### src/logic/nscr_pkg.sv
// constants and types for the node switch configuration register bank
package nscr_pkg;

    // ------------------------------------------------------------
    // register numbers
    // ------------------------------------------------------------
    localparam logic [7:0] REG_DEVICE_IDENTITY = 8'h00;
    localparam logic [7:0] REG_SWITCH_RESOURCES = 8'h01;
    localparam logic [7:0] REG_SWITCH_PROTECTION_HEADER = 8'h04;
    localparam logic [7:0] REG_NODE_IDENTITY = 8'h05;
    localparam logic [7:0] REG_PLL_SETUP = 8'h06;
    localparam logic [7:0] REG_SWITCH_CLOCK_DIVIDER = 8'h07;
    localparam logic [7:0] REG_REFERENCE_CLOCK_DIVIDER = 8'h08;
    localparam logic [7:0] REG_JTAG_IDENTITY = 8'h09;
    localparam logic [7:0] REG_USER_CODE = 8'h0a;
    localparam logic [7:0] REG_ROUTE_DIRS_LOW = 8'h0c;
    localparam logic [7:0] REG_ROUTE_DIRS_HIGH = 8'h0d;

    // ------------------------------------------------------------
    // field positions
    // ------------------------------------------------------------
    localparam int ID_BOOT_LSB = 16;
    localparam int ID_REV_LSB = 8;
    localparam int ID_VER_LSB = 0;
    localparam int RES_LINKS_LSB = 16;
    localparam int RES_SW_PROC_LSB = 8;
    localparam int RES_DEV_PROC_LSB = 0;
    localparam int CFG_LOCK_ALL_BIT = 31;
    localparam int CFG_LOCK_PLL_BIT = 8;
    localparam int CFG_HDR_ONE_BYTE_BIT = 0;
    localparam int PLL_NO_CHIP_RESET_BIT = 31;
    localparam int PLL_NO_RELOCK_WAIT_BIT = 30;
    localparam int PLL_BYPASS_BIT = 29;
    localparam int PLL_BOOT_JTAG_BIT = 28;
    localparam int PLL_OUT_DIV_LSB = 23;
    localparam int PLL_FB_MUL_LSB = 8;
    localparam int PLL_IN_DIV_LSB = 0;
    localparam int JTAG_VER_LSB = 28;
    localparam int JTAG_PART_LSB = 12;
    localparam int JTAG_MAKER_LSB = 1;
    localparam int USER_OTP_LSB = 18;
    localparam int USER_METAL_LSB = 0;

    // writable bits of each register
    localparam logic [31:0] MASK_SWITCH_PROTECTION_HEADER = 32'h8000_0101;
    localparam logic [31:0] MASK_NODE_IDENTITY = 32'h0000_ffff;
    localparam logic [31:0] MASK_PLL_SETUP = 32'hf39f_ff7f;
    localparam logic [31:0] MASK_DIVIDER = 32'h0000_ffff;

    // ------------------------------------------------------------
    // reset values
    // ------------------------------------------------------------
    localparam logic [31:0] RST_SWITCH_PROTECTION_HEADER = 32'h0000_0000;
    localparam logic [15:0] RST_NODE_IDENTITY = 16'h0000;
    localparam logic [31:0] RST_PLL_SETUP = 32'h0000_0000;
    localparam logic [15:0] RST_SWITCH_CLOCK_DIVIDER = 16'h0000;
    localparam logic [15:0] RST_REFERENCE_CLOCK_DIVIDER = 16'h0003;
    localparam logic [31:0] RST_ROUTE_DIRS = 32'h0000_0000;

    // ------------------------------------------------------------
    // fixed identity and resources (values arbitrary)
    // ------------------------------------------------------------
    localparam logic [7:0] SWITCH_REVISION = 8'h01;
    localparam logic [7:0] SWITCH_VERSION = 8'h02;
    localparam logic [7:0] NUM_SWITCH_LINKS = 8'h08;
    localparam logic [7:0] NUM_SWITCH_PROCS = 8'h01;
    localparam logic [7:0] NUM_DEVICE_PROCS = 8'h02;
    localparam logic [3:0] JTAG_VERSION = 4'h1;
    localparam logic [15:0] JTAG_PART = 16'h1234;
    localparam logic [10:0] JTAG_MAKER = 11'h055;
    localparam logic [13:0] OTP_USER_CODE = 14'h0000;
    localparam logic [17:0] METAL_ID_CODE = 18'h00001;

    // cycles of boot pin synchroniser before capture
    localparam logic [1:0] BOOT_SYNC_CYCLES = 2'h2;

    typedef enum logic [1:0] {
        NSCR_CAP_WAIT = 2'b00,
        NSCR_CAP_SETTLE = 2'b01,
        NSCR_CAP_DONE = 2'b11
    } nscr_cap_e;

endpackage
### src/logic/nscr_node_switch_config_regs.sv
// node switch configuration register bank with routing direction lookup
`timescale 1ns/1ps

// ------------------------------------------------------------
// register map
// ------------------------------------------------------------
// 0x00 device_identity, read only
//   31:24 reserved, reads zero
//   23:16 boot pins caught after reset
//   15:8 switch revision
//   7:0 switch version
// switch_resources switch_resources, read only
//   31:24 reserved
//   23:16 switch links
//   15:8 processors on the switch
//   7:0 processors on the device
// 0x04 switch_protection_header
//   31 lock all writes
//   30:9 reserved
//   8 lock pll register writes
//   7:1 reserved
//   0 one-byte headers when set
// 0x05 node_identity
//   31:16 reserved
//   15:0 node id
// 0x06 pll_setup
//   31 no tile reset on this write
//   30 no relock wait
//   29 pll bypass
//   28 boot from jtag
//   27:26 reserved
//   25:23 output divide minus one
//   22:21 reserved
//   20:8 feedback multiply minus one
//   7 reserved
//   6:0 input divide minus one
// switch_clock_divider switch_clock_divider
//   31:16 reserved
//   15:0 switch clock ratio
// 0x08 reference_clock_divider
//   31:16 reserved
//   15:0 reference clock ratio, resets to 3
// jtag_identity jtag_identity, read only
//   31:28 version
//   27:12 part
//   11:1 maker
//   0 always one
// user_code user_code, read only
//   31:18 one-time-programmed user code
//   17:0 metal fix id
// 0x0c route_dirs_low
//   nibble d steers mismatch bit d, d 0..7
// 0x0d route_dirs_high
//   nibble d steers mismatch bit d+8
// other numbers read zero, writes dropped
//
// lock all also locks its own register,
// so only reset reopens the bank

// ------------------------------------------------------------
// port timing
// ------------------------------------------------------------
// read: strobe at edge n, data and valid at n+1
// rdata is zero outside the valid cycle
// write: effect visible one cycle after the edge
// read and write together: read returns old value
// route: answer one cycle after the request
// route uses node id and tables as before
//   any write in the same cycle
// boot byte caught four edges after reset release;
//   reads before that show stale bits
// boot byte survives reset until caught again
// pll write: update pulses for one cycle,
//   tile reset too unless bit 31 is set
// pulses clear the cycle after
// one lookup per cycle, no queue

module nscr_node_switch_config_regs (
    input wire logic clk_i,
    input wire logic sys_rst_i,
    input wire logic [7:0] boot_control_pins_i,
    input wire logic cfg_wr_i,
    input wire logic cfg_rd_i,
    input wire logic [7:0] cfg_addr_i,
    input wire logic [31:0] cfg_wdata_i,
    output logic [31:0] cfg_rdata_o,
    output logic cfg_rvalid_o,
    input wire logic route_req_i,
    input wire logic [15:0] route_dest_i,
    output logic route_valid_o,
    output logic route_local_o,
    output logic [3:0] route_dir_o,
    output logic header_one_byte_o,
    output logic [15:0] node_id_o,
    output logic pll_no_relock_wait_o,
    output logic pll_bypass_o,
    output logic boot_from_jtag_o,
    output logic [2:0] pll_out_div_o,
    output logic [12:0] pll_fb_mul_o,
    output logic [6:0] pll_in_div_o,
    output logic pll_update_o,
    output logic tile_reset_o,
    output logic [15:0] switch_clk_div_o,
    output logic [15:0] ref_clk_div_o
);

    // ------------------------------------------------------------
    // state
    // ------------------------------------------------------------
    typedef struct packed {
        logic [7:0] boot_sync1;
        logic [7:0] boot_sync2;
        nscr_pkg::nscr_cap_e cap;
        logic [1:0] cap_cnt;
        logic [7:0] boot_pins;
        logic [31:0] cfg;
        logic [15:0] node_id;
        logic [31:0] pll;
        logic [15:0] sw_div;
        logic [15:0] ref_div;
        logic [31:0] dirs_low;
        logic [31:0] dirs_high;
        logic [31:0] rdata;
        logic rvalid;
        logic pll_update;
        logic tile_reset;
        logic route_valid;
        logic route_local;
        logic [3:0] route_dir;
    } nscr_state_s;

    nscr_state_s st;
    nscr_state_s next_st;

    // ------------------------------------------------------------
    // helpers
    // ------------------------------------------------------------
    // keeps writable bits from new value, others from old
    function automatic logic [31:0] nscr_merge(input logic [31:0] old_v, input logic [31:0] new_v,
                                               input logic [31:0] mask);
        nscr_merge = (old_v & ~mask) | (new_v & mask);
    endfunction

    // index of the highest set bit; zero when none
    function automatic logic [3:0] nscr_top_bit(input logic [15:0] v);
        nscr_top_bit = 4'h0;
        for (int i = 0; i < 16; i++) begin
            if (v[i]) begin
                nscr_top_bit = 4'(i);
            end
        end
    endfunction

    // ------------------------------------------------------------
    // read mux
    // ------------------------------------------------------------
    function automatic logic [31:0] nscr_read(input nscr_state_s s, input logic [7:0] addr);
        nscr_read = 32'h0000_0000;
        case (addr)
            nscr_pkg::REG_DEVICE_IDENTITY: begin
                nscr_read = ({24'h00_0000, s.boot_pins} << nscr_pkg::ID_BOOT_LSB)
                    | ({24'h00_0000, nscr_pkg::SWITCH_REVISION} << nscr_pkg::ID_REV_LSB)
                    | ({24'h00_0000, nscr_pkg::SWITCH_VERSION} << nscr_pkg::ID_VER_LSB);
            end
            nscr_pkg::REG_SWITCH_RESOURCES: begin
                nscr_read = ({24'h00_0000, nscr_pkg::NUM_SWITCH_LINKS} << nscr_pkg::RES_LINKS_LSB)
                    | ({24'h00_0000, nscr_pkg::NUM_SWITCH_PROCS} << nscr_pkg::RES_SW_PROC_LSB)
                    | ({24'h00_0000, nscr_pkg::NUM_DEVICE_PROCS} << nscr_pkg::RES_DEV_PROC_LSB);
            end
            nscr_pkg::REG_SWITCH_PROTECTION_HEADER: begin
                nscr_read = s.cfg;
            end
            nscr_pkg::REG_NODE_IDENTITY: begin
                nscr_read = {16'h0000, s.node_id};
            end
            nscr_pkg::REG_PLL_SETUP: begin
                nscr_read = s.pll;
            end
            nscr_pkg::REG_SWITCH_CLOCK_DIVIDER: begin
                nscr_read = {16'h0000, s.sw_div};
            end
            nscr_pkg::REG_REFERENCE_CLOCK_DIVIDER: begin
                nscr_read = {16'h0000, s.ref_div};
            end
            nscr_pkg::REG_JTAG_IDENTITY: begin
                nscr_read = ({28'h000_0000, nscr_pkg::JTAG_VERSION} << nscr_pkg::JTAG_VER_LSB)
                    | ({16'h0000, nscr_pkg::JTAG_PART} << nscr_pkg::JTAG_PART_LSB)
                    | ({21'h00_0000, nscr_pkg::JTAG_MAKER} << nscr_pkg::JTAG_MAKER_LSB)
                    | 32'h0000_0001;
            end
            nscr_pkg::REG_USER_CODE: begin
                nscr_read = ({18'h0_0000, nscr_pkg::OTP_USER_CODE} << nscr_pkg::USER_OTP_LSB)
                    | ({14'h0000, nscr_pkg::METAL_ID_CODE} << nscr_pkg::USER_METAL_LSB);
            end
            nscr_pkg::REG_ROUTE_DIRS_LOW: begin
                nscr_read = s.dirs_low;
            end
            nscr_pkg::REG_ROUTE_DIRS_HIGH: begin
                nscr_read = s.dirs_high;
            end
            default: begin
                nscr_read = 32'h0000_0000;
            end
        endcase
    endfunction

    // ------------------------------------------------------------
    // next state
    // ------------------------------------------------------------
    logic wr_open;
    logic pll_open;
    logic [15:0] mismatch;
    logic [3:0] dim;
    logic [63:0] dir_table;

    always_comb begin
        next_st = st;
        wr_open = ~st.cfg[nscr_pkg::CFG_LOCK_ALL_BIT];
        pll_open = wr_open & ~st.cfg[nscr_pkg::CFG_LOCK_PLL_BIT];
        mismatch = route_dest_i ^ st.node_id;
        dim = nscr_top_bit(mismatch);
        dir_table = {st.dirs_high, st.dirs_low};

        // boot pins pass two flops, then are caught once
        next_st.boot_sync1 = boot_control_pins_i;
        next_st.boot_sync2 = st.boot_sync1;
        case (st.cap)
            nscr_pkg::NSCR_CAP_WAIT: begin
                next_st.cap_cnt = 2'h0;
                next_st.cap = nscr_pkg::NSCR_CAP_SETTLE;
            end
            nscr_pkg::NSCR_CAP_SETTLE: begin
                next_st.cap_cnt = st.cap_cnt + 2'h1;
                if (st.cap_cnt == nscr_pkg::BOOT_SYNC_CYCLES) begin
                    next_st.boot_pins = st.boot_sync2;
                    next_st.cap = nscr_pkg::NSCR_CAP_DONE;
                end
            end
            nscr_pkg::NSCR_CAP_DONE: begin
                next_st.cap = nscr_pkg::NSCR_CAP_DONE;
            end
            default: begin
                next_st.cap = nscr_pkg::NSCR_CAP_WAIT;
            end
        endcase

        // register reads by number
        next_st.rvalid = cfg_rd_i;
        next_st.rdata = cfg_rd_i ? nscr_read(st, cfg_addr_i) : 32'h0000_0000;

        // register writes; blocked or read-only bits are dropped
        next_st.pll_update = 1'b0;
        next_st.tile_reset = 1'b0;
        if (cfg_wr_i && wr_open) begin
            case (cfg_addr_i)
                nscr_pkg::REG_SWITCH_PROTECTION_HEADER: begin
                    next_st.cfg = nscr_merge(st.cfg, cfg_wdata_i,
                                             nscr_pkg::MASK_SWITCH_PROTECTION_HEADER);
                end
                nscr_pkg::REG_NODE_IDENTITY: begin
                    next_st.node_id = cfg_wdata_i[15:0];
                end
                nscr_pkg::REG_PLL_SETUP: begin
                    if (pll_open) begin
                        next_st.pll = nscr_merge(st.pll, cfg_wdata_i, nscr_pkg::MASK_PLL_SETUP);
                        next_st.pll_update = 1'b1;
                        next_st.tile_reset = ~cfg_wdata_i[nscr_pkg::PLL_NO_CHIP_RESET_BIT];
                    end
                end
                nscr_pkg::REG_SWITCH_CLOCK_DIVIDER: begin
                    next_st.sw_div = cfg_wdata_i[15:0];
                end
                nscr_pkg::REG_REFERENCE_CLOCK_DIVIDER: begin
                    next_st.ref_div = cfg_wdata_i[15:0];
                end
                nscr_pkg::REG_ROUTE_DIRS_LOW: begin
                    next_st.dirs_low = cfg_wdata_i;
                end
                nscr_pkg::REG_ROUTE_DIRS_HIGH: begin
                    next_st.dirs_high = cfg_wdata_i;
                end
                default: begin
                    next_st.cfg = st.cfg;
                end
            endcase
        end

        // direction lookup
        next_st.route_valid = route_req_i;
        next_st.route_local = route_req_i & (mismatch == 16'h0000);
        next_st.route_dir = 4'h0;
        if (route_req_i && mismatch != 16'h0000) begin
            next_st.route_dir = dir_table[{dim, 2'b00} +: 4];
        end

        if (sys_rst_i) begin
            next_st.cap = nscr_pkg::NSCR_CAP_WAIT;
            next_st.cap_cnt = 2'h0;
            next_st.cfg = nscr_pkg::RST_SWITCH_PROTECTION_HEADER;
            next_st.node_id = nscr_pkg::RST_NODE_IDENTITY;
            next_st.pll = nscr_pkg::RST_PLL_SETUP;
            next_st.sw_div = nscr_pkg::RST_SWITCH_CLOCK_DIVIDER;
            next_st.ref_div = nscr_pkg::RST_REFERENCE_CLOCK_DIVIDER;
            next_st.dirs_low = nscr_pkg::RST_ROUTE_DIRS;
            next_st.dirs_high = nscr_pkg::RST_ROUTE_DIRS;
            next_st.rdata = 32'h0000_0000;
            next_st.rvalid = 1'b0;
            next_st.pll_update = 1'b0;
            next_st.tile_reset = 1'b0;
            next_st.route_valid = 1'b0;
            next_st.route_local = 1'b0;
            next_st.route_dir = 4'h0;
        end
    end

    always_ff @(posedge clk_i) begin
        st <= next_st;
    end

    // ------------------------------------------------------------
    // outputs
    // ------------------------------------------------------------
    assign cfg_rdata_o = st.rdata;
    assign cfg_rvalid_o = st.rvalid;
    assign route_valid_o = st.route_valid;
    assign route_local_o = st.route_local;
    assign route_dir_o = st.route_dir;
    assign header_one_byte_o = st.cfg[nscr_pkg::CFG_HDR_ONE_BYTE_BIT];
    assign node_id_o = st.node_id;
    assign pll_no_relock_wait_o = st.pll[nscr_pkg::PLL_NO_RELOCK_WAIT_BIT];
    assign pll_bypass_o = st.pll[nscr_pkg::PLL_BYPASS_BIT];
    assign boot_from_jtag_o = st.pll[nscr_pkg::PLL_BOOT_JTAG_BIT];
    assign pll_out_div_o = st.pll[nscr_pkg::PLL_OUT_DIV_LSB +: 3];
    assign pll_fb_mul_o = st.pll[nscr_pkg::PLL_FB_MUL_LSB +: 13];
    assign pll_in_div_o = st.pll[nscr_pkg::PLL_IN_DIV_LSB +: 7];
    assign pll_update_o = st.pll_update;
    assign tile_reset_o = st.tile_reset;
    assign switch_clk_div_o = st.sw_div;
    assign ref_clk_div_o = st.ref_div;

endmodule

### config.mk
export PLATFORM = sky130hd
export DESIGN_NAME = nscr_node_switch_config_regs
export DESIGN_NICKNAME = d
export VERILOG_FILES = /design/src/logic/nscr_pkg.sv /design/src/logic/nscr_node_switch_config_regs.sv
export SDC_FILE = /design/constraint.sdc
export NUM_CORES = 1
export LEC_CHECK = 0
export BUFFER_PORTS_ARGS = -buffer_cell sky130_fd_sc_hd__buf_2
export CAP_MARGIN = 20
export CORE_UTILIZATION = 54
export CTS_BUF_LIST = sky130_fd_sc_hd__clkbuf_16
export CTS_CLUSTER_DIAMETER = 60
export DETAILED_ROUTE_END_ITERATION = 6
export PLACE_DENSITY = 0.77
export SYNTH_ARGS = -nofsm -noshare
export SYNTH_HDL_FRONTEND = slang
export SYNTH_SLANG_ARGS = --single-unit
### constraint.sdc
create_clock -name clk_i -period 2.84 [get_ports clk_i]
set_input_delay 0.142 -clock clk_i [delete_from_list [all_inputs] [get_ports clk_i]]
set_output_delay 0.142 -clock clk_i [all_outputs]
set_load 0.05 [all_outputs]
# After elaboration in Yosys (flattened, before gate mapping)
# Index checks and enable logic that the tools add are counted.
# word_totals
inputBits	69
output_inout_bits	116
ff_bits	245
elab_cells	87
# classes
n_eq_ne	14
shifts	1
n_reduce_logical	19
bitwise	13
n_addsub	1
muxes	20
# op_table
op	n
$pmux W32 S11	1
$shiftx A64 B7 Y4	1
$eq A8 B4 Y1 const B	5
$eq A8 B3 Y1 const B	4
$mux W4	8
$or A28 B32 Y32	1
$or A31 B32 Y32	1
$logic_not A16 Y1	1
$reduce_bool A16 Y1	1
$xor A16 B16 Y16	1
$reduce_and A2 Y1	7
$mux W3	4
$eq A8 B1 Y1 const B	1
$logic_not A8 Y1	1
$mux W2	4
$not A1 Y1	8
$pmux W2 S3	1
$eq A2 B2 Y1 const B	2
$pmux W2 S2	1
$reduce_or A2 Y1	2
$reduce_or A4 Y1	1
$reduce_and A3 Y1	1
$reduce_or A3 Y1	1
$add A2 B1 Y2 const B	1
7 further kinds	9

# Longest topological paths before layout
# Gate-level depths: netlist of run 1.
# logic_depth
depth_word	17
ltp_mapped	10
ltp_nobuf	7

# Worst setup path before layout of run 1
# Ideal clock, no wire load.
# synth_path
path_kind	register -> register
start	reg st, in the netlist node_id_o[11]
end	reg st, in the netlist route_dir_o[0]
path_buffers	2
arrival_ns	2.300
slack_ns	0.405
setup_ns	0.134
path_stages_with_launch	10
cell_sequence	dfxtp_1 xor2_1 nor3b_1 o41a_1 nor2_1 buf_4 buf_4 mux2i_1 o22ai_1 or4_1
# synth_between
elab_chain_cells	7
elab_cells_between_ends	11
# synth_rtl
element	line	source
start: declaration	nscr_node_switch_config_regs.sv:132	nscr_state_s st;
start signal: assignment	nscr_node_switch_config_regs.sv:317	st <= next_st;
$xor A16 B16 Y16 *	nscr_node_switch_config_regs.sv:220	mismatch = route_dest_i ^ st.node_id;
$mux W4 (5 in series)	nscr_node_switch_config_regs.sv:148	if (v[i]) begin
$shiftx A64 B7 Y4	nscr_node_switch_config_regs.sv:293	next_st.route_dir = dir_table[{dim, 2'b00} +: 4];
# Every way passes the cells marked *; elsewhere a longest branch is shown, timed or not.
# A chain may end at the register's enable or synchronous reset.

# Worst setup path in the final report of run 1
# layout_path
start	reg st, in the netlist node_id_o[9]
end	reg st, in the netlist route_dir_o[1]
# layout_between
elab_chain_cells	9
elab_cells_between_ends	13
# layout_rtl
element	line
$xor A16 B16 Y16 *	nscr_node_switch_config_regs.sv:220
$mux W4 (7 in series)	nscr_node_switch_config_regs.sv:148
$shiftx A64 B7 Y4	nscr_node_switch_config_regs.sv:293
# Marks and branches as above.

==> out/qor.yml, run 1 <==
floorplan:
  rows: 47
  chipHeight_um: 134
  die_area_mm2: 0.0180
  start_util: 0.560
  io_pins: 185
  coreArea_mm2: 0.0168
  fp.dieW_um: 134
route:
  drtAntennaViolNets: 0
  dr.pass1.iters: 6
  drtIter0Drc: 931
  drc: 0
  drt-total-wl_mm: 27.3
  via_per_inst: 5.67
  vias: 8395
  wl_per_cell_um: 18.5
cts:
  cts_made_buffers: 22
  cts_sinks: 211
  cts_setup_buffers: 0
  cts_resized: 0
  root_buffer: "clkbuf_16"
  clockBufferDepth: 3
  cts.clk_slew.worst_paths_ns: 0.06
  hold_buffers: 43
  cts_tree: "done"
  clock_latency_ns: 0.51
  cts_max_level: 1
sta:
  rsz0062_at_grt: "false"
  worstMarginPinSlew_ns: 0.902
  timing.final.crit_share: 0.937
  clock_skew_ns: 0.0105
  max_freq_mhz: 376
  relSlewSlack: 0.391
  fin_crit_ns: 2.66
  hold_violations: 0
  setup_violations: 0
  maxSlewViolCount: 0
  setup_tns_ns: 0
global_routing:
  grt_max_degree: 69
  met2_usage: 0.458
  track_usage: 0.300
  grt_pass1_wl_mm: 42.4
  grt_busiest_layer: "met2"
  grt.met3_usage: 0.0590
  grtUsageMet1: 0.420
  grt-ovfl-total: 0
  antenna_found_initial: 1
  grt_pass1_vias: 7804
hold_path:
  hp-class: "input port to register"
setup_path:
  start_kind: "register"
  worstSetupPathType: "register to register"
  cp_data_arrival_time_ns: 3.05
  path_cells: "xor2_1, nor3b_1, o41a_1, nor2_4, buf_12, mux2i_1, o22ai_1, or4_1"
  critPathMaxFanout: 29
  crit_family: "simple AND/OR/NAND/NOR gates"
  critPathSlowestCell: "or4_1"
  required_ns: 3.23
  crit_path_end_kind: "register"
  max_stage_delay_ns: 0.52
  cp_num_buf_inv: 1
finish:
  nNetsFinal: 1316
  syn2layout_area_growth_pct: 15.3
  drive_gt1_frac: 0.210
yosys:
  synthArstFlopShare: 0
  synth_seq_cells: 211
  syn-num-nets: 1211
  synth_edf_count: 8
  ys_seq_area_frac: 0.457
  ys_types: 53
  syn_area_mm2: 0.00942
  syn_area_per_cell_um2: 8.26
  yosys_warnings: 0
  netlist_instances: 1141
  synth_flop_cell: "dfxtp_1"
placement:
  place.gp.congestion: 0.927
  io_buffers: 184
  place_hpwl_mm: 19.2
power_and_ir_drop:
  report.power.total_w: 0.00601
  power.density_mw_per_mm2: 553
  power.leakage_nw: 4.33
  ir_drop_mv: 0.376
status:
  outcome: "finished, final reports clean"
run:
  drv_cap: 0
[synth_stat cells (4+ instances only)]
library cell,count,area share
nor3_1,5,0.0027
dfxtp_1,203,0.43
buf_2,15,0.0080
a22oi_1,5,0.0040
buf_4,109,0.087
mux2i_1,49,0.052
and2_1,4,0.0027
nor2_1,44,0.018
nor4_1,6,0.0040
mux2_2,11,0.013
a221oi_1,11,0.010
a222oi_1,12,0.013
o21ai_0,12,0.0064
a21oi_1,178,0.095
nand2b_1,4,0.0027
nand2_1,312,0.12
o22ai_1,15,0.010
edfxtp_1,8,0.025
or4_1,4,0.0032
and3_1,6,0.0040
nor2b_1,7,0.0046
clkbuf_1,47,0.019
buf_1,6,0.0024
xor2_1,15,0.014
nand3_1,9,0.0048
[state kept, by name, indices dropped and copies added, names as in the netlist, 3 cells and up]
register / count
cfg_rdata_o: 32
dir_table: 64
next_st: 8
node_id_o: 16
pll_fb_mul_o: 13
pll_in_div_o: 7
pll_out_div_o: 3
ref_clk_div_o: 16
route_dir_o: 4
st: 23
switch_clk_div_o: 16
[worst register-to-register path: stages (launching register included)]
cell and delay [ns]:
dfxtp_1 0.39, xor2_1 0.31, nor3b_1 0.12, o41a_1 0.45, nor2_4 0.15, buf_12 0.22
mux2i_1 0.28, o22ai_1 0.10, or4_1 0.52
[layer usage]
layer | part of all wire | wire [µm]
met2 | 0.44 | 11900
met3 | 0.10 | 2800
met4 | 0.031 | 852
met5 | 0 | 0
met1 | 0.43 | 11800
[report_power, final]
| part | internal [W] | leakage, nW | switching, W | total, W |
|---|---|---|---|---|
| clock network | 0.00150 | 0.332 | 0.00117 | 0.00267 |
| logic | 0.000132 | 2.29 | 0.000201 | 0.000333 |
| registers | 0.00300 | 1.71 | 0.00000776 | 0.00301 |
[path summary, 6_finish.rpt]
path,from,to,slack [ns],cells past startpoint
worst max-delay path,node_id_o[9],route_dir_o[1],0.18,8
worst min-delay path,sys_rst_i,dir_table[27],0.03,2
worst max register to register,node_id_o[9],route_dir_o[1],0.18,8
worst min register to register,next_st[236],st[236],0.32,0
[cell type report]
type	count	area [µm²]
Fill cell	1453	5950
Sequential cell	211	4300
Multi-Input combinational cell	749	4010
Timing Repair Buffer	260	1610
Clock buffer	22	551
Tap cell	220	275
Clock inverter	15	108
Inverter	2	7.51
Antenna cell	2	5.00
[cell usage in the layout (no fill, tap or decap), types with 4 or more instances in the layout]
cell | Yosys | final
and2_1 | 4 | 4
nand2_1 | 312 | 312
nor2_1 | 44 | 43
edfxtp_1 | 8 | 8
dlygate4sd3_1 | 0 | 43
clkinv_1 | 0 | 5
buf_4 | 109 | 33
nor2b_1 | 7 | 7
nand2b_1 | 4 | 4
nor3_1 | 5 | 5
a22oi_1 | 5 | 5
inv_1 | 2 | 5
nand3_1 | 9 | 9
buf_2 | 15 | 183
o22ai_1 | 15 | 15
mux2_2 | 11 | 11
clkbuf_16 | 0 | 22
o21ai_0 | 12 | 12
xor2_1 | 15 | 15
a221oi_1 | 11 | 11
mux2i_1 | 49 | 49
a222oi_1 | 12 | 12
nor4_1 | 6 | 6
and3_1 | 6 | 6
a21oi_1 | 178 | 178
or4_1 | 4 | 4
dfxtp_1 | 203 | 203
[per-stage QoR]
step	utilization	hold slack [ns]	std cells	area (µm²)	worst slack (ns)
2_1_floorplan	-	0.170	1141	9420	0.405
3_3_place_gp	0.581	0.244	1399	9780	0.344
3_5_place_dp	0.581	0.246	1399	9780	0.226
4_1_cts	0.646	0.0185	1479	10900	0.214
5_1_grt	0.646	0.0510	1479	10900	0.0203
6_report	0.646	0.0341	1481	10900	0.179
[cell families (layout without fill, tap and decap cells)]
logic type,count (synthesis),in the layout,synth area share
simple gates,418,418,0.187
compound gates,252,252,0.154
flops,211,211,0.457
buf+inv,181,299,0.119
mux,60,60,0.0652
xor+xnor,18,18,0.0167
fa+ha+maj,1,1,0.00133
other cells,0,2,0
No activity file was read; power rests on OpenSTA's default activity.
==> run 2, diff against run 1 <==
- ABC_AREA: default -> 1
- CORE_UTILIZATION: 54 -> 50
- PLACE_DENSITY: 0.77 -> 0.72
==> out/qor.yml, run 2 <==
power_and_ir_drop:
  p_int_w: 0.00508  # was 0.00463 W
  swShare: 0.228  # was 0.230
  p_sw_w: 0.00150  # was 0.00138 W
  power.density_mw_per_mm2: 595  # was 553 mW/mm²
  comb_power_share: 0.066  # was 0.055
  ir_drop_mv: 0.430  # was 0.376 mV
  p_seq_frac: 0.460  # was 0.500
  power_frac_clock: 0.475  # was 0.445
  power.leakage_nw: 4.83  # was 4.33 nW
hold_path:
  hp-class: "input port to register"  # unchanged
  hp-start: "sys_rst_i"  # unchanged
cts:
  clock_latency_ns: 0.52  # was 0.51 ns
  cts_max_level: 1  # unchanged
  cts_tree: "done"  # unchanged
  cts_made_buffers: 22  # unchanged
  clockBufferDepth: 3  # unchanged
  cts_sinks: 211  # unchanged
  cts.clk_slew.worst_paths_ns: 0.06  # about the same
  root_buffer: "clkbuf_16"  # unchanged
yosys:
  synth_adder_area_share: 0.00132  # was 0.00133
  yosysMostFrequentCell: "dfxtp_1"  # was nand2_1
  synth_seq_cells: 211  # unchanged
  synth_top_family_by_area: "compound AO/OA/AOI/OAI gates"  # was simple AND/OR/NAND/NOR gates
  synth_xor_area_frac: 0.0149  # was 0.0167
  ys_seq_area_frac: 0.453  # was 0.457
  synth-compound-area-share: 0.208  # was 0.154
  yosys.area.top_type_share: 0.428  # was 0.431
  synth_flop_cell: "dfxtp_1"  # unchanged
  yosys_warnings: 0  # unchanged
  synth_common_cells: "203 x dfxtp_1, 153 x a21oi_1, 150 x inv_1, 136 x o21ai_0, 120 x nand2_1"  # was 312 x nand2_1, 203 x dfxtp_1, 178 x a21oi_1, 109 x buf_4, 49 x mux2i_1
  synth-simple-area-share: 0.144  # was 0.187
  synth_top_area_cell: "dfxtp_1"  # unchanged
  syn_area_mm2: 0.00950  # was 0.00942 mm²
  synthArstFlopShare: 0  # unchanged
  netlist_instances: 1217  # was 1,141
  synthMuxAreaShare: 0  # was 0.0652
  synth_edf_count: 8  # unchanged
  syn-num-nets: 1287  # was 1,211
  syn_area_per_cell_um2: 7.81  # was 8.26 µm²
  ys_types: 42  # was 53
  ys_top_cells_by_area: "dfxtp_1 43%, buf_4 8.5%, a21oi_1 8.1%"  # was dfxtp_1 43%, nand2_1 12%, a21oi_1 9.5%
sta:
  worstMarginPinSlew_ns: 1.09  # was 0.902 ns
  hold_violations: 0  # unchanged
  fin_crit_ns: 2.49  # was 2.66 ns
  maxSlewViolCount: 0  # unchanged
  timing.final.crit_share: 0.875  # was 0.937
  max_freq_mhz: 402  # was 376 MHz
  setup_violations: 0  # unchanged
  relSlewSlack: 0.270  # was 0.391
  setup_tns_ns: 0  # unchanged
  rsz0062_at_grt: "false"  # unchanged
  clock_skew_ns: 0.0138  # was 0.0105 ns
placement:
  place_hpwl_mm: 19.4  # was 19.2 mm
  io_buffers: 184  # unchanged
  dpl_cell_area_mm2: 0.00985  # was 0.00978 mm²
  place.gp.congestion: 0.963  # was 0.927
floorplan:
  rows: 50  # was 47
  coreArea_mm2: 0.0186  # was 0.0168 mm²
  io_pins: 185  # unchanged
  chipHeight_um: 140  # was 134 µm
  die_area_mm2: 0.0196  # was 0.0180 mm²
  fp.dieW_um: 140  # was 134 µm
  start_util: 0.510  # was 0.560
global_routing:
  grt_max_degree: 73  # was 69
  track_usage: 0.287  # was 0.300
  grt-ovfl-total: 0  # unchanged
  grt_pass1_vias: 7904  # was 7,804
  antenna_found_initial: 0  # was 1
  grt_pass1_wl_mm: 43.8  # was 42.4 mm
finish:
  multi_input_area_mm2: 0.00352  # was 0.00401 mm²
  final_common_cell: "dfxtp_1"  # was nand2_1
  diodes: 0  # was 2
  nNetsFinal: 1393  # was 1,316
  final_cell_mix: "203 x dfxtp_1, 184 x buf_2, 153 x inv_1, 153 x a21oi_1, 136 x o21ai_0"  # was 312 x nand2_1, 203 x dfxtp_1, 183 x buf_2
  nFillCells: 1713  # was 1,453
  syn2layout_area_growth_pct: 16.3  # was 15.3%
  drive_gt1_frac: 0.203  # was 0.210
  largest_reg_flops: 64  # unchanged
  fin_area_mm2: 0.0110  # was 0.0109 mm²
  final-seq-area_mm2: 0.00430  # unchanged
setup_path:
  worstSetupPathType: "register to register"  # unchanged
  required_ns: 3.27  # was 3.23 ns
  worstReg2RegStart: "node_id_o[1]"  # was node_id_o[9]
  critPathMaxFanout: 33  # was 29
  cp_data_arrival_time_ns: 2.92  # was 3.05 ns
  crit_path_end_kind: "register"  # unchanged
  cp-startpoint: "node_id_o[1]"  # was node_id_o[9]
  start_kind: "register"  # unchanged
run:
  drv_cap: 0  # unchanged
route:
  via_per_inst: 5.53  # was 5.67
  wl_per_cell_um: 18.4  # was 18.5 µm
  drc: 0  # unchanged
  drt-total-wl_mm: 28.9  # was 27.3 mm
  dr.pass1.iters: 5  # was 6
  vias: 8695  # was 8,395
  drtIter0Drc: 898  # was 931
  drtAntennaViolNets: 0  # unchanged
status:
  outcome: "finished, final reports clean"  # unchanged
## run 2: cell count changes in the layout (fill, tap and decap cells not counted), moves of 7 or more
cell | previous run | this run
nor2b_1 | 7 | 0
nand2_1 | 312 | 119
mux2_2 | 11 | 0
xor2_1 | 15 | 6
a222oi_1 | 12 | 0
mux2i_1 | 49 | 0
o21ai_0 | 12 | 136
a21oi_1 | 178 | 153
inv_2 | 0 | 10
inv_1 | 5 | 153
a221oi_1 | 11 | 25
buf_4 | 33 | 26
nand3_1 | 9 | 104
## run 2: path summary, 6_finish.rpt
path | to | slack, ns | cells after the start
worst max-delay path | route_dir_o[2] | 0.35 | 22
worst min register to register | st[236] | 0.33 | 0
worst max register to register | route_dir_o[2] | 0.35 | 22
worst min-delay path | ref_clk_div_o[15] | 0.02 | 4
## run 2: critical path, cell delays in order (launching register included)
cell and delay [ns]:
dfxtp_1 0.34, inv_1 0.10, nand2_1 0.07, nand2_1 0.08, nand2_1 0.07, nand2_1 0.04, nand2_1 0.05, nand2_1 0.04
nand2_1 0.06, nand2_1 0.05, nand2_1 0.06, nand2_1 0.05, nand2_1 0.06, nand2_1 0.05, nand2_1 0.07, nand2_2 0.09
nand2_8 0.21, nand2_4 0.27, nand2_1 0.18, nand3_1 0.08, nand3_1 0.12, nand3_1 0.08, a21oi_1 0.18
## run 2: power groups by stage
stage	registers (W)	logic, W	clock network, W
finish	0.00302	0.000433	0.00312
global route	0.00302	0.000467	0.00327
CTS	0.00302	0.000423	0.00313
detailed placement	0.00309	0.000376	0
global placement	0.00309	0.000375	0
floorplan	0.00309	0.000236	0
## run 2: through the flow
stage | std cells | setup WS [ns] | power (W) | hold slack [ns] | util
floorplan | 1217 | 1.05 | 0.00332 | 0.170 | -
global placement | 1492 | 0.303 | 0.00346 | 0.247 | 0.528
detailed placement | 1492 | 0.284 | 0.00346 | 0.246 | 0.528
CTS | 1573 | 0.259 | 0.00658 | 0.00234 | 0.592
global route | 1573 | 0.0938 | 0.00676 | 0.0340 | 0.593
finish | 1573 | 0.355 | 0.00657 | 0.0188 | 0.593
## run 2: per-layer routing
layer | global-route usage | vias up | wire [µm]
met5 | 0 | - | 0
met4 | 0.0960 | 0 | 743
met3 | 0.0702 | 59 | 3040
met2 | 0.430 | 475 | 12300
met1 | 0.402 | 3999 | 12800
li1 | - | 4162 | -
## run 2: kinds of logic after synthesis
| group | count (synthesis) |
|---|---|
| AO/OA/AOI/OAI | 359 |
| XOR/XNOR | 14 |
| adder cells (fa/ha/maj) | 1 |
| buffers and inverters | 332 |
| flip-flops | 211 |
| AND/OR/NAND/NOR | 300 |
## run 2: final cells by class
| type | instances | share of cell area |
|---|---|---|
| multi-input cells | 674 | 0.319 |
| well taps | 234 | 0.0265 |
| repair buffers | 252 | 0.140 |
| flip-flops and latches | 211 | 0.390 |
| clock buffers | 23 | 0.0521 |
| inverters | 162 | 0.0550 |
| clock inverters | 17 | 0.0183 |
## run 2: timing repair
action | in CTS | in global routing
gates resized for setup | 0 | 1
setup endpoints to repair | 0 | 4
buffers inserted | 0 | 0
endpoints found under the hold margin | 124 | 0
hold buffers | 41 | 0
